`src/include/rtl_pkg.sv`:
```
// Notes on behaviour
// - One master only on the link, at station address 0.
// - Table starts at the base address chosen during port setup.
// - First four table words are reserved and skipped.
// - After them, consecutive four-word groups, one per slave, in order.
// - Group words: input start, input count, output start, output count.
// - Table spans exactly 32 words: header plus seven groups.
// - Table is fetched once shortly after powerup, not continuously.
// - Any non-zero word in a group marks that slave present.
// - Link traffic starts when the setup-complete relay is set.
// - Built-in channel table is independent of the module table.
// - Only two bit rates; master and slaves run at the chosen one.
// - Default base address is a fixed location when none is chosen.
package rtl_pkg;
    localparam int          WORD_W       = 16;
    localparam int          ADDR_W       = 16;
    localparam int          NUM_SLAVES   = 7;
    localparam int          GROUP_WORDS  = 4;
    localparam logic [5:0]  TABLE_WORDS  = 6'h20;
    localparam logic [5:0]  RESV_WORDS   = 6'h04;
    localparam logic [2:0]  MASTER_STN   = 3'h0;
    // Default base, octal 37700 of word memory
    localparam logic [15:0] DEFAULT_BASE = 16'h3FC0;
    // Word positions within a group
    localparam logic [1:0]  W_IN_ADDR    = 2'h0;
    localparam logic [1:0]  W_IN_CNT     = 2'h1;
    localparam logic [1:0]  W_OUT_ADDR   = 2'h2;
    localparam logic [1:0]  W_OUT_CNT    = 2'h3;
    // Bit rates, and divider counts at 50 MHz
    localparam int          CLK_HZ       = 50000000;
    localparam int          RATE_LO      = 19200;
    localparam int          RATE_HI      = 38400;
    localparam logic [11:0] DIV_LO       = 12'(CLK_HZ / RATE_LO);
    localparam logic [11:0] DIV_HI       = 12'(CLK_HZ / RATE_HI);
    typedef enum {ST_IDLE, ST_READ, ST_WAIT, ST_READY, ST_RUN} rtl_state_t;
endpackage

```
`src/design/rtl_table_loader.sv`:
```
`timescale 1ns/1ps
`default_nettype none
// Remote I/O table loader for the built-in channel
module rtl_table_loader (
    // Clocking
    input  wire logic        clk,
    input  wire logic        reset,
    input  wire logic        ce,
    // Port setup
    input  wire logic        base_valid,
    input  wire logic [15:0] base_addr,
    input  wire logic        rate_hi,
    // Setup-complete relay
    input  wire logic        setup_complete_relay,
    // Data memory read port, one cycle latency
    output logic             mem_rd,
    output logic [15:0]      mem_addr,
    input  wire logic [15:0] mem_rdata,
    // Slave list
    output logic [6:0]       slave_present,
    output logic             table_loaded,
    output logic             link_run,
    output logic [2:0]       master_station,
    output logic             bit_tick,
    // Slave description lookup
    input  wire logic [2:0]  q_slave,
    input  wire logic [1:0]  q_word,
    output logic [15:0]      q_data
);
    typedef struct packed {
        rtl_pkg::rtl_state_t st_r;
        logic [15:0]         base_r;
        logic [4:0]          idx_r;
        logic                rd_r;
        logic [15:0]         addr_r;
        logic [6:0]          present_r;
        logic                loaded_r;
        logic                run_r;
        logic [15:0]         qd_r;
        logic                tick_r;
    } rtl_tl_t;
    rtl_tl_t s_r;
    rtl_tl_t s_nxt;
    logic [15:0] desc [0:27];
    logic        tick_w;
    logic [4:0]  widx;

    // Word index inside the descriptor array
    function automatic logic [4:0] word_pos(input logic [2:0] sl,
                                            input logic [1:0] w);
        word_pos = 5'({sl, 2'b00}) + 5'(w);
    endfunction

    rtl_rate_gen u_rate (
        .clk     (clk),
        .reset   (reset),
        .ce      (ce),
        .run     (s_r.run_r),
        .rate_hi (rate_hi),
        .tick    (tick_w)
    );

    // Load sequence, then wait on the relay before the link runs
    always_comb begin
        s_nxt = s_r;
        s_nxt.tick_r = tick_w;
        s_nxt.qd_r = (q_slave < 3'h7) ? desc[word_pos(q_slave, q_word)]
                                      : 16'h0000;
        case (s_r.st_r)
            rtl_pkg::ST_IDLE: begin
                // Table base comes from port setup, else default
                s_nxt.base_r = base_valid ? base_addr
                                          : rtl_pkg::DEFAULT_BASE;
                s_nxt.idx_r = 5'h00;
                s_nxt.st_r = rtl_pkg::ST_READ;
            end
            rtl_pkg::ST_READ: begin
                s_nxt.rd_r = 1'b1;
                // Reserved header is skipped, groups follow in order
                s_nxt.addr_r = s_r.base_r + 16'(rtl_pkg::RESV_WORDS)
                             + 16'(s_r.idx_r);
                s_nxt.st_r = rtl_pkg::ST_WAIT;
            end
            rtl_pkg::ST_WAIT: begin
                s_nxt.rd_r = 1'b0;
                if (!s_r.rd_r) begin
                    if (mem_rdata != 16'h0000) begin
                        s_nxt.present_r[s_r.idx_r[4:2]] = 1'b1;
                    end
                    // Last group word closes the load
                    if (s_r.idx_r == 5'(rtl_pkg::TABLE_WORDS
                                        - rtl_pkg::RESV_WORDS - 6'h01)) begin
                        s_nxt.loaded_r = 1'b1;
                        s_nxt.st_r = rtl_pkg::ST_READY;
                    end else begin
                        s_nxt.idx_r = s_r.idx_r + 5'h01;
                        s_nxt.st_r = rtl_pkg::ST_READ;
                    end
                end
            end
            rtl_pkg::ST_READY: begin
                if (setup_complete_relay) begin
                    s_nxt.run_r = 1'b1;
                    s_nxt.st_r = rtl_pkg::ST_RUN;
                end
            end
            rtl_pkg::ST_RUN: begin
                // No refetch while running; table read only once
                s_nxt.run_r = 1'b1;
            end
            default: s_nxt.st_r = rtl_pkg::ST_IDLE;
        endcase
    end

    // State register
    always_ff @(posedge clk) begin
        if (reset) begin
            s_r <= '0;
            s_r.st_r <= rtl_pkg::ST_IDLE;
        end else if (ce) begin
            s_r <= s_nxt;
        end
    end

    // Descriptor store, captured during the load
    assign widx = s_r.idx_r;
    always_ff @(posedge clk) begin
        if (ce && s_r.st_r == rtl_pkg::ST_WAIT && !s_r.rd_r) begin
            desc[widx] <= mem_rdata;
        end
    end

    assign mem_rd         = s_r.rd_r;
    assign mem_addr       = s_r.addr_r;
    assign slave_present  = s_r.present_r;
    assign table_loaded   = s_r.loaded_r;
    assign link_run       = s_r.run_r;
    assign master_station = rtl_pkg::MASTER_STN;
    assign bit_tick       = s_r.tick_r;
    assign q_data         = s_r.qd_r;

    // Link gating: only after a full load, only on the relay, then held
    a_run_needs_load: assert property (
        @(posedge clk) disable iff (reset)
        $rose(link_run) |-> table_loaded)
        else $error("link ran before table load");
    a_run_on_relay: assert property (
        @(posedge clk) disable iff (reset)
        (ce && s_r.st_r == rtl_pkg::ST_READY && setup_complete_relay)
        |=> link_run)
        else $error("relay did not start link");
    a_run_sticky: assert property (
        @(posedge clk) disable iff (reset)
        link_run |=> link_run)
        else $error("link dropped");
    a_no_read_run: assert property (
        @(posedge clk) disable iff (reset)
        link_run |-> !mem_rd)
        else $error("table read while running");
    // Reads stay inside the slave groups, past the reserved header
    a_addr_window: assert property (
        @(posedge clk) disable iff (reset)
        mem_rd |-> (mem_addr - s_r.base_r >= 16'(rtl_pkg::RESV_WORDS) &&
                    mem_addr - s_r.base_r < 16'(rtl_pkg::TABLE_WORDS)))
        else $error("read outside table groups");
    a_present_mark: assert property (
        @(posedge clk) disable iff (reset)
        (ce && s_r.st_r == rtl_pkg::ST_WAIT && !s_r.rd_r &&
         mem_rdata != 16'h0000) |=> slave_present[$past(s_r.idx_r[4:2])])
        else $error("nonzero word missed");
    a_master_zero: assert property (
        @(posedge clk) disable iff (reset)
        master_station == 3'h0)
        else $error("master station not zero");
    a_ready_loaded: assert property (
        @(posedge clk) disable iff (reset)
        s_r.st_r == rtl_pkg::ST_READY |-> table_loaded)
        else $error("ready without full load");
    // Main scenarios: load done, link started, slaves found
    c_loaded: cover property (@(posedge clk) $rose(table_loaded));
    c_run: cover property (@(posedge clk) $rose(link_run));
    c_present: cover property (@(posedge clk)
        table_loaded && slave_present != 7'h00);
endmodule
`default_nettype wire

```
`src/design/rtl_rate_gen.sv`:
```
`timescale 1ns/1ps
`default_nettype none
// Bit tick generator for the two allowed link rates
module rtl_rate_gen (
    // Clocking
    input  wire logic clk,
    input  wire logic reset,
    input  wire logic ce,
    // Control
    input  wire logic run,
    input  wire logic rate_hi,
    // Tick
    output logic      tick
);
    typedef struct packed {
        logic [11:0] cnt_r;
        logic        tick_r;
    } rtl_rg_t;
    rtl_rg_t s_r;
    rtl_rg_t s_nxt;
    logic [11:0] div;

    // Only two rates exist; selecting one picks the divider
    always_comb begin
        div = rate_hi ? rtl_pkg::DIV_HI : rtl_pkg::DIV_LO;
        s_nxt = s_r;
        s_nxt.tick_r = 1'b0;
        if (!run) begin
            s_nxt.cnt_r = 12'h000;
        end else if (s_r.cnt_r >= div - 12'h001) begin
            s_nxt.cnt_r = 12'h000;
            s_nxt.tick_r = 1'b1;
        end else begin
            s_nxt.cnt_r = s_r.cnt_r + 12'h001;
        end
    end

    // State register
    always_ff @(posedge clk) begin
        if (reset) begin
            s_r <= '0;
        end else if (ce) begin
            s_r <= s_nxt;
        end
    end

    assign tick = s_r.tick_r;
endmodule
`default_nettype wire

```
`config.mk`:
```
export PLATFORM = sky130hd
export DESIGN_NAME = rtl_table_loader
export DESIGN_NICKNAME = d
export VERILOG_FILES = /design/src/include/rtl_pkg.sv /design/src/design/rtl_table_loader.sv /design/src/design/rtl_rate_gen.sv
export SDC_FILE = /design/constraint.sdc
export NUM_CORES = 1
export LEC_CHECK = 0
export ABC_AREA = 1
export BUFFER_PORTS_ARGS = -buffer_cell sky130_fd_sc_hd__buf_4
export CAP_MARGIN = 30
export CORE_MARGIN = 2
export CORE_UTILIZATION = 30
export DETAILED_ROUTE_END_ITERATION = 10
export PLACE_DENSITY = 0.55
export SYNTH_ARGS = -nofsm -noshare
export SYNTH_HDL_FRONTEND = slang
export SYNTH_SLANG_ARGS = --single-unit
```
`constraint.sdc`:
```
create_clock -name clk -period 3.79 [get_ports clk]
set_input_delay 0.1895 -clock clk [delete_from_list [all_inputs] [get_ports clk]]
set_output_delay 0.1895 -clock clk [all_outputs]
set_load 0.01 [all_outputs]
```
; After elaboration in Yosys (flattened, before gate mapping)
; Memory sizes are Yosys's and may differ from the RTL's.
; Cells that the tools add are included.
[totals]
output_inout_bits = 46
latch_bits = 0
n_memories = 1
wordCells = 73
reg_bits = 109
mem_bits_rw = 448
mem_bits_ro = 0
[op_classes]
n_shift = 0
n_eq_ne = 9
div = 0
n_mul = 0
order_cmp = 4
mux = 21
reduce_logical = 17
addsub = 6
n_bitwise = 3
[mem_list]
columns = name, depth, word_bits, rd, rd_ports_with_merged_regs, wr, line_no
row1 = desc, 28, 16, 1, 0, 1, rtl_table_loader.sv:44  ; logic [15:0] desc [0:27];
[ops]
columns = cell, n
row1 = $pmux 32 s5, 1
row2 = $eq 32x2->1 const B, 2
row3 = $eq 32x3->1 const B, 2
row4 = $mux 32, 2
row5 = $mux 12, 3
row6 = $eq 32x1->1 const B, 1
row7 = $logic_not 32->1, 1
row8 = $mux 16, 2
row9 = $add 16x3->16 const B, 1
row10 = $add 16x5->16, 1
row11 = $reduce_and 4->1, 4
row12 = $reduce_bool 16->1, 1
row13 = $add 12x1->12 const B, 1
row14 = $ge 12x12->1, 1
row15 = $sub 12x1->12 const B, 1
row16 = $mux 5, 2
row17 = $pmux 5 s2, 1
row18 = $or 7x7->7, 1
row19 = $mux 1, 6
row20 = $ne 2x2->1 const B, 3
row21 = $reduce_and 2->1, 3
row22 = $reduce_bool 2->1, 3
row23 = $add 5x1->5 const B, 1
row24 = $add 5x2->5, 1
row25 = other kinds (11), 15

; Longest topological paths before layout
; Gate-level depths: netlist of run 1.
[depth]
word_depth = 5
ltp_mapped = 16

; Cells and area by module
; A second synthesis of run 1 with hierarchy kept.
[hier_totals]
cells_unflattened = 2327
hier_area_um2 = 23262.3
[by_module_without_submodules]
columns = mod, cells_each, area_each_um2, instances
row1 = rtl_table_loader, 2165, 22243.8, 1
row2 = rtl_rate_gen, 162, 1018.5, 1

; Least setup slack after synthesis of run 1
; OpenSTA, ideal clock, no wires.
[synth_timing]
path_kind = register -> register
start = reg s_r, in the netlist widx[2]
end = reg s_r, in the netlist mem_addr[7]
t_required_ns = 3.674
n_path_buf = 1
period_less_slack_ns = 2.238
slack_ns = 1.552
arrival_time_ns = 2.122
stages_incl_launch_ff = 16
setup_ns = 0.116
cell_sequence = dfxtp_1 clkbuf_1 inv_1 ha_1 inv_1 fa_1 nand3_1 nand2_1 nand2_1 nand2_1 nand2_1 inv_1 nand2_1 nand3_1 o211ai_1 inv_1
[synth_via]
elab_chain_len = 1
[synth_rtl]
columns = item, line_no
row1 = from (decl), rtl_table_loader.sv:42  ; rtl_tl_t s_r;
row2 = from (signal assigned), rtl_table_loader.sv:121  ; s_r <= s_nxt;
row3 = $add 16x5->16, rtl_table_loader.sv:81  ; + 16'(s_r.idx_r);
; No other way between the ends.
; A chain may end at the register's enable or synchronous reset.

; Final worst setup path of run 1
[layout_timing]
start = reg s_r, in the netlist widx[2]
end = reg s_r, in the netlist mem_addr[10]
; Same word-level chain as after synthesis.

==> results of run 1 <==
## timing repair
| item | CTS | global route |
|---|---|---|
| hold buffers | 28 | 0 |
| endpoints found under the hold margin | 22 | 0 |
| setup buffers | 0 | 0 |
## routing by layer
metal  vias to the layer above  GRT usage
li1                       7659          -
met1                      7750      0.227
met2                       497      0.265
met3                       102     0.0236
met4                         0     0.0610
met5                         -          0
## cells by family (layout without fill, tap and decap cells)
family,Yosys count,in the layout,synth area share
buffers and inverters,349,459,0.0698
adder cells (fa/ha/maj),25,25,0.0140
other,1,3,0.000164
AO/OA/AOI/OAI,181,181,0.0422
AND/OR/NAND/NOR,1177,1177,0.213
XOR/XNOR,8,8,0.00306
flip-flops,528,528,0.658
## layout make-up
type	instances	share of cell area
repair buffers	158	0.0509
inverters	198	0.0285
clock inverters	26	0.00761
multi-input cells	1394	0.237
clock buffers	77	0.0570
flip-flops and latches	528	0.573
well taps	978	0.0465
## critical path: cells and delay by family, from the launching register on
family	cells	cell delay, ns
compound gates	3	0.43
fa+ha+maj	2	0.60
buf+inv	3	0.28
flops	1	0.48
simple gates	3	0.67
## report_power, final
part	leakage [nW]	internal, mW	switching, mW	total [mW]
clock network	0.827	2.84	2.30	5.14
logic	4.66	0.250	0.608	0.859
registers	4.68	6.33	0.0448	6.38
total	10.2	9.43	2.95	12.4
## state kept, by name, summed over array words and instances (netlist names)
signal / cells
desc: 448
s_r: 19
mem_addr: 16
q_data: 16
u_rate.s_r: 12
slave_present: 7
widx: 5
bit_tick: 1
link_run: 1
mem_rd: 1
table_loaded: 1
u_rate.tick: 1
## path summary, 6_finish.rpt
path                     from                to  slack, ns  cells after the start
max                   widx[2]      mem_addr[10]       1.23                     11
max reg2reg           widx[2]      mem_addr[10]       1.23                     11
min reg2reg  slave_present[1]  slave_present[1]       0.45                      2
min             mem_rdata[12]       desc[4][12]       0.03                      1
## layout by cell type (no fill, tap or decap), types with 6 or more instances in the layout
master	count
ha_1	24
edfxtp_1	448
dfxtp_1	80
a211oi_1	7
nand4_1	7
o21ai_1	12
nor3_1	21
buf_4	122
inv_1	190
clkbuf_16	55
xor2_1	6
dlygate4sd3_1	28
nand3_1	268
nor2_1	198
nand2_1	665
clkbuf_1	18
clkinv_1	8
a21oi_1	70
clkinv_2	11
o21ai_0	79
## metrics by stage
stage / hold slack (ns) / instance area (um^2) / cells / utilization / setup WS [ns]
2_1_floorplan: 0.288 / 22900 / 2271 / - / 1.55
3_3_place_gp: 0.420 / 24300 / 3226 / 0.321 / 1.28
3_5_place_dp: 0.426 / 24300 / 3227 / 0.321 / 1.28
4_1_cts: 0.000151 / 26300 / 3358 / 0.347 / 1.26
5_1_grt: 0.0156 / 26300 / 3359 / 0.347 / 0.992
6_report: 0.0258 / 26300 / 3359 / 0.347 / 1.23
==> results.py, run 1 <==
metrics = {
    "timing": {
        "tns_ns": 0,
        "worst_pin_slew_ns": 0.868,
        "fin_crit_sh": 0.675,
        "max_freq_mhz": 391,
        "hold_viol": 0,
        "rsz0062_at_grt": "false",
        "fin_skew_ns": 0.0143,
        "slew_viol_final": 0,
        "period_minus_slack_ns": 2.56,
        "max_slew_margin": 0.420,
        "setup_viol": 0,
    },
    "setup_path": {
        "worstPathArrival_ns": 3.06,
        "path_common_cell": "inv_1",
        "max_stage_delay_ns": 0.49,
        "worstSetupPathType": "register to register",
        "worstPathRequired_ns": 4.29,
        "critical_path.slowest_cell": "nor2_1",
        "cp_max_fo": 8,
        "crit_path_end_kind": "register",
        "worstPathCellList": "inv_1 -> ha_1 -> inv_1 -> ha_1 -> nand3_1 -> nand2_1 -> a21oi_1 -> nor2_1 -> a21oi_1 -> o21ai_0 -> inv_1",
        "crit_path_start_kind": "register",
    },
    "yosys": {
        "synth.avg_cell_area_um2": 10.1,
        "synth_enable_flop_cells": 448,
        "synth_seq_cells": 528,
        "ys.flop_type": "edfxtp_1",
        "yosys.area.top_type": "edfxtp_1",
        "async_flop_share": 0,
        "netlist_top_cells_count": "nand2_1 (665), edfxtp_1 (448), nand3_1 (268)",
        "seq_area_frac_synth": 0.658,
        "syn-instance-count": 2269,
        "synthTopCellsByArea": "edfxtp_1 (59%), nand2_1 (11%), dfxtp_1 (7.0%)",
        "syn_area_um2": 22900,
        "synth_top_area_frac": 0.588,
        "yosys_warnings": 0,
        "yosysMostFrequentCell": "nand2_1",
        "netlist-cell-type-count": 42,
    },
    "cts": {
        "cts_root_buf": "clkbuf_16",
        "tritoncts": "yes",
        "cts_buffers": 55,
        "htree_levels": 2,
        "cts_resized": 0,
        "clkTransAtPathRegs_ns": 0.06,
        "clk_latency_ns": 0.62,
        "clk_path_buf_depth": 3,
        "cts.sinks": 528,
    },
    "route": {
        "totalWireLength_um": 65500,
        "vias": 16008,
        "post-route-drc-count": 0,
        "m1WireLength_um": 29500,
        "dr_wl_met3_um": 3400,
        "ant_nets": 0,
        "route.met2.wl_um": 30300,
        "highest_layer": "met4",
        "drtIter0Drc": 1579,
        "via_per_inst": 4.77,
        "wl_per_cell_um": 19.5,
        "drt_first_pass_iters": 6,
    },
    "pwr": {
        "cellPowerDensity_nw_per_um2": 471,
        "leakage_nw": 10.2,
        "power.total_mw": 12.4,
        "peakVddDrop_mv": 0.331,
    },
    "place": {
        "hpwlAfterDp_um": 39700,
        "portBuffers": 85,
        "globalplace.congestion": 0.840,
    },
    "floorplan": {
        "die-area_um2": 78500,
        "num_rows": 101,
        "die_height_um": 280,
        "start_util": 0.302,
        "ios": 89,
        "die_width_um": 280,
        "fp.coreArea_um2": 75700,
    },
    "global_routing": {
        "grt_pass1_wl_um": 98700,
        "grt_usage": 0.165,
        "grt_antenna_before_repair": 0,
        "grt.overflow.total": 0,
        "grt_max_degree": 130,
        "grt_pass1_vias": 15381,
    },
    "layout": {
        "regArea_um2": 15100,
        "area.growth.synth_to_final_pct": 15.0,
        "n_fill_cell": 7510,
        "multi_input_area_um2": 6230,
        "nNetsFinal": 2403,
        "antenna_cells": 0,
        "drive_above_1_share": 0.0949,
    },
    "job": {
        "max-cap-violations": 0,
    },
    "status": {
        "status": "finished clean",
    },
    "min_path": {
        "hp-class": "input pin to register",
    },
}
Note: power is estimated with default switching activity, not from simulation.
==> run 2, diff against run 1 <==
Clock period 3.79 ns to 2.6 ns, I/O delays scaled along.
==> run 2 against run 1 <==
Flip-flop and latch count unchanged. Global-route usage down 0.44 points. Sequential share of layout area down 0.53 points. Setup slack worse by 0.95 ns. Routed wire length down 2.5%. Clock skew up 0.0073 ns. Via count up 0.95%. Combinational power up 50%. Utilization up 0.33 points. Register-to-register slack worse by 0.95 ns. Die area unchanged. Highest routed layer unchanged.
==> results.py, run 2 (synthesis gave the netlist of run 1 again) <==
metrics = {
    "status": {
        "status": "finished clean",
    },
    "pwr": {
        "swShare": 0.237,
        "seqPwrFrac": 0.526,
        "leakage_nw": 10.3,
        "p_comb_frac": 0.073,
        "power.total_mw": 17.7,
        "internal_power_mw": 13.5,
        "peakVddDrop_mv": 0.514,
        "pwr-share-clk": 0.402,
        "p_switching_mw": 4.19,
        "cellPowerDensity_nw_per_um2": 666,
    },
    "layout": {
        "largest_reg_flops": 448,
        "reg.largest.list": "desc (448), s_r (19)",
        "area.growth.synth_to_final_pct": 16.0,
        "n_fill_cell": 7547,
        "final_cell_mix": "nand2_1 (665), edfxtp_1 (448), nand3_1 (268)",
        "fin_area_um2": 26500,
        "antenna_cells": 0,
        "layout_commonest_cell": "nand2_1",
        "nNetsFinal": 2439,
        "drive_above_1_share": 0.105,
        "largest-register": "desc",
    },
    "setup_path": {
        "worstPathRequired_ns": 3.10,
        "crit_family": "adder cells",
        "cp_num_buf_inv": 2,
        "max_stage_delay_ns": 0.44,
        "worstPathCellList": "ha_1 -> ha_1 -> fa_1 -> nand3_1 -> nand2_1 -> nand2_1 -> nand2_1 -> nand2_1 -> inv_1 -> nand2_1 -> nand3_1 -> o211ai_1 -> inv_1",
        "worstSetupPathType": "register to register",
        "regToRegStartpoint": "widx[1]",
        "regToRegEndpoint": "mem_addr[7]",
        "crit_path_start_kind": "register",
        "path_common_cell": "nand2_1",
        "crit_path_end_kind": "register",
        "timing.reg2reg.setup_slack_ns": 0.28,
        "r2r_cells": 13,
        "worstPathArrival_ns": 2.82,
        "critical_path.slowest_cell": "dfxtp_1",
        "cp_max_fo": 6,
    },
    "timing": {
        "slew_viol_final": 0,
        "timing.hold.ws_ns": 0.0639,
        "max_freq_mhz": 432,
        "period_minus_slack_ns": 2.32,
        "rsz0062_at_grt": "false",
        "worst_pin_slew_ns": 0.778,
        "max_slew_margin": 0.481,
        "tns_ns": 0,
        "fin_skew_ns": 0.0216,
        "fin_crit_sh": 0.891,
        "hold_viol": 0,
        "setup_viol": 0,
        "finalWorstSetupSlack_ns": 0.284,
    },
    "job": {
        "max-cap-violations": 0,
    },
    "cts": {
        "clk_path_buf_depth": 3,
        "cts.sinks": 528,
        "clk_latency_ns": 0.61,
        "cts_root_buf": "clkbuf_16",
        "htree_levels": 2,
        "cts_buffers": 53,
        "clkTransAtPathRegs_ns": 0.06,
        "tritoncts": "yes",
    },
    "global_routing": {
        "grt_pass1_wl_um": 96400,
        "grt_usage": 0.161,
        "grt_max_degree": 101,
        "grt.overflow.total": 0,
        "grt_antenna_before_repair": 1,
        "grt_pass1_vias": 15608,
    },
    "place": {
        "pre_cts_slack_ns": 0.317,
        "place_area_um2": 24600,
        "hpwlAfterDp_um": 40100,
        "globalplace.congestion": 0.865,
        "portBuffers": 85,
    },
    "floorplan": {
        "num_rows": 101,
        "die_width_um": 280,
        "ios": 89,
        "die_height_um": 280,
        "start_util": 0.302,
        "fp.coreArea_um2": 75700,
        "die-area_um2": 78500,
    },
    "route": {
        "drtIter0Drc": 1438,
        "totalWireLength_um": 63900,
        "drt_first_pass_iters": 5,
        "vias": 16160,
        "post-route-drc-count": 0,
        "ant_nets": 0,
        "via_per_inst": 4.76,
        "wl_per_cell_um": 18.8,
    },
    "min_path": {
        "worstHoldPathCells": 5,
        "hp-class": "input pin to register",
        "whs_endpoint": "q_data[6]",
        "holdCritStartpoint": "q_slave[1]",
    },
}
run 2: area by class of cell:
class                           count  area, um^2  share of cell area
Inverter                          198         748              0.0282
Tap cell                          978        1220              0.0461
Clock buffer                       66        1380              0.0518
Timing Repair Buffer              196        1700              0.0641
Clock inverter                     33         208             0.00783
Sequential cell                   528       15100               0.567
Multi-Input combinational cell   1394        6230               0.235
run 2: how the worst max path moves through the flow:
| stage | start | to | slack (ns) | cells past startpoint |
|---|---|---|---|---|
| 6_report | widx[1] | mem_addr[7] | 0.28 | 13 |
| 5_1_grt | widx[3] | mem_addr[10] | 0.03 | 9 |
| 4_1_cts | widx[1] | mem_addr[7] | 0.31 | 13 |
| 3_5_place_dp | widx[3] | mem_addr[10] | 0.32 | 9 |
| 3_3_place_gp | widx[3] | mem_addr[10] | 0.34 | 9 |
| 2_1_floorplan | widx[2] | mem_addr[7] | 0.36 | 15 |
run 2: what timing repair did:
action | CTS | global route
setup buffers | 0 | 0
endpoints found under the setup margin | 0 | 0
hold endpoints to repair | 75 | 0
gates resized for setup | 0 | 0
hold buffers | 31 | 0
run 2: worst min-delay path: stages:
cell and delay [ns]:
buf_4 0.20, nand2_1 0.09, nand3_1 0.07, nand3_1 0.07, a21oi_1 0.06
run 2: metal layers:
metal / vias to the layer above / global-route usage / part of all wire
li1: 7735 / - / -
met1: 7825 / 0.226 / 0.46
met5: - / 0 / 0
met3: 102 / 0.0189 / 0.052
met2: 498 / 0.259 / 0.46
met4: 0 / 0.0517 / 0.029
run 2: per-stage QoR:
step	cells	util
after floorplan	2271	-
after global placement	3262	0.326
after detailed placement	3263	0.326
after CTS	3393	0.351
after global routing	3393	0.351
final	3393	0.351
run 2: power groups by stage:
stage | combinational [mW] | sequential (mW) | clock, mW
final | 1.29 | 9.29 | 7.10
after global routing | 1.41 | 9.29 | 7.56
after CTS | 1.29 | 9.29 | 7.25
after detailed placement | 1.25 | 9.47 | 0
after global placement | 1.24 | 9.47 | 0
after floorplan | 0.719 | 9.45 | 0
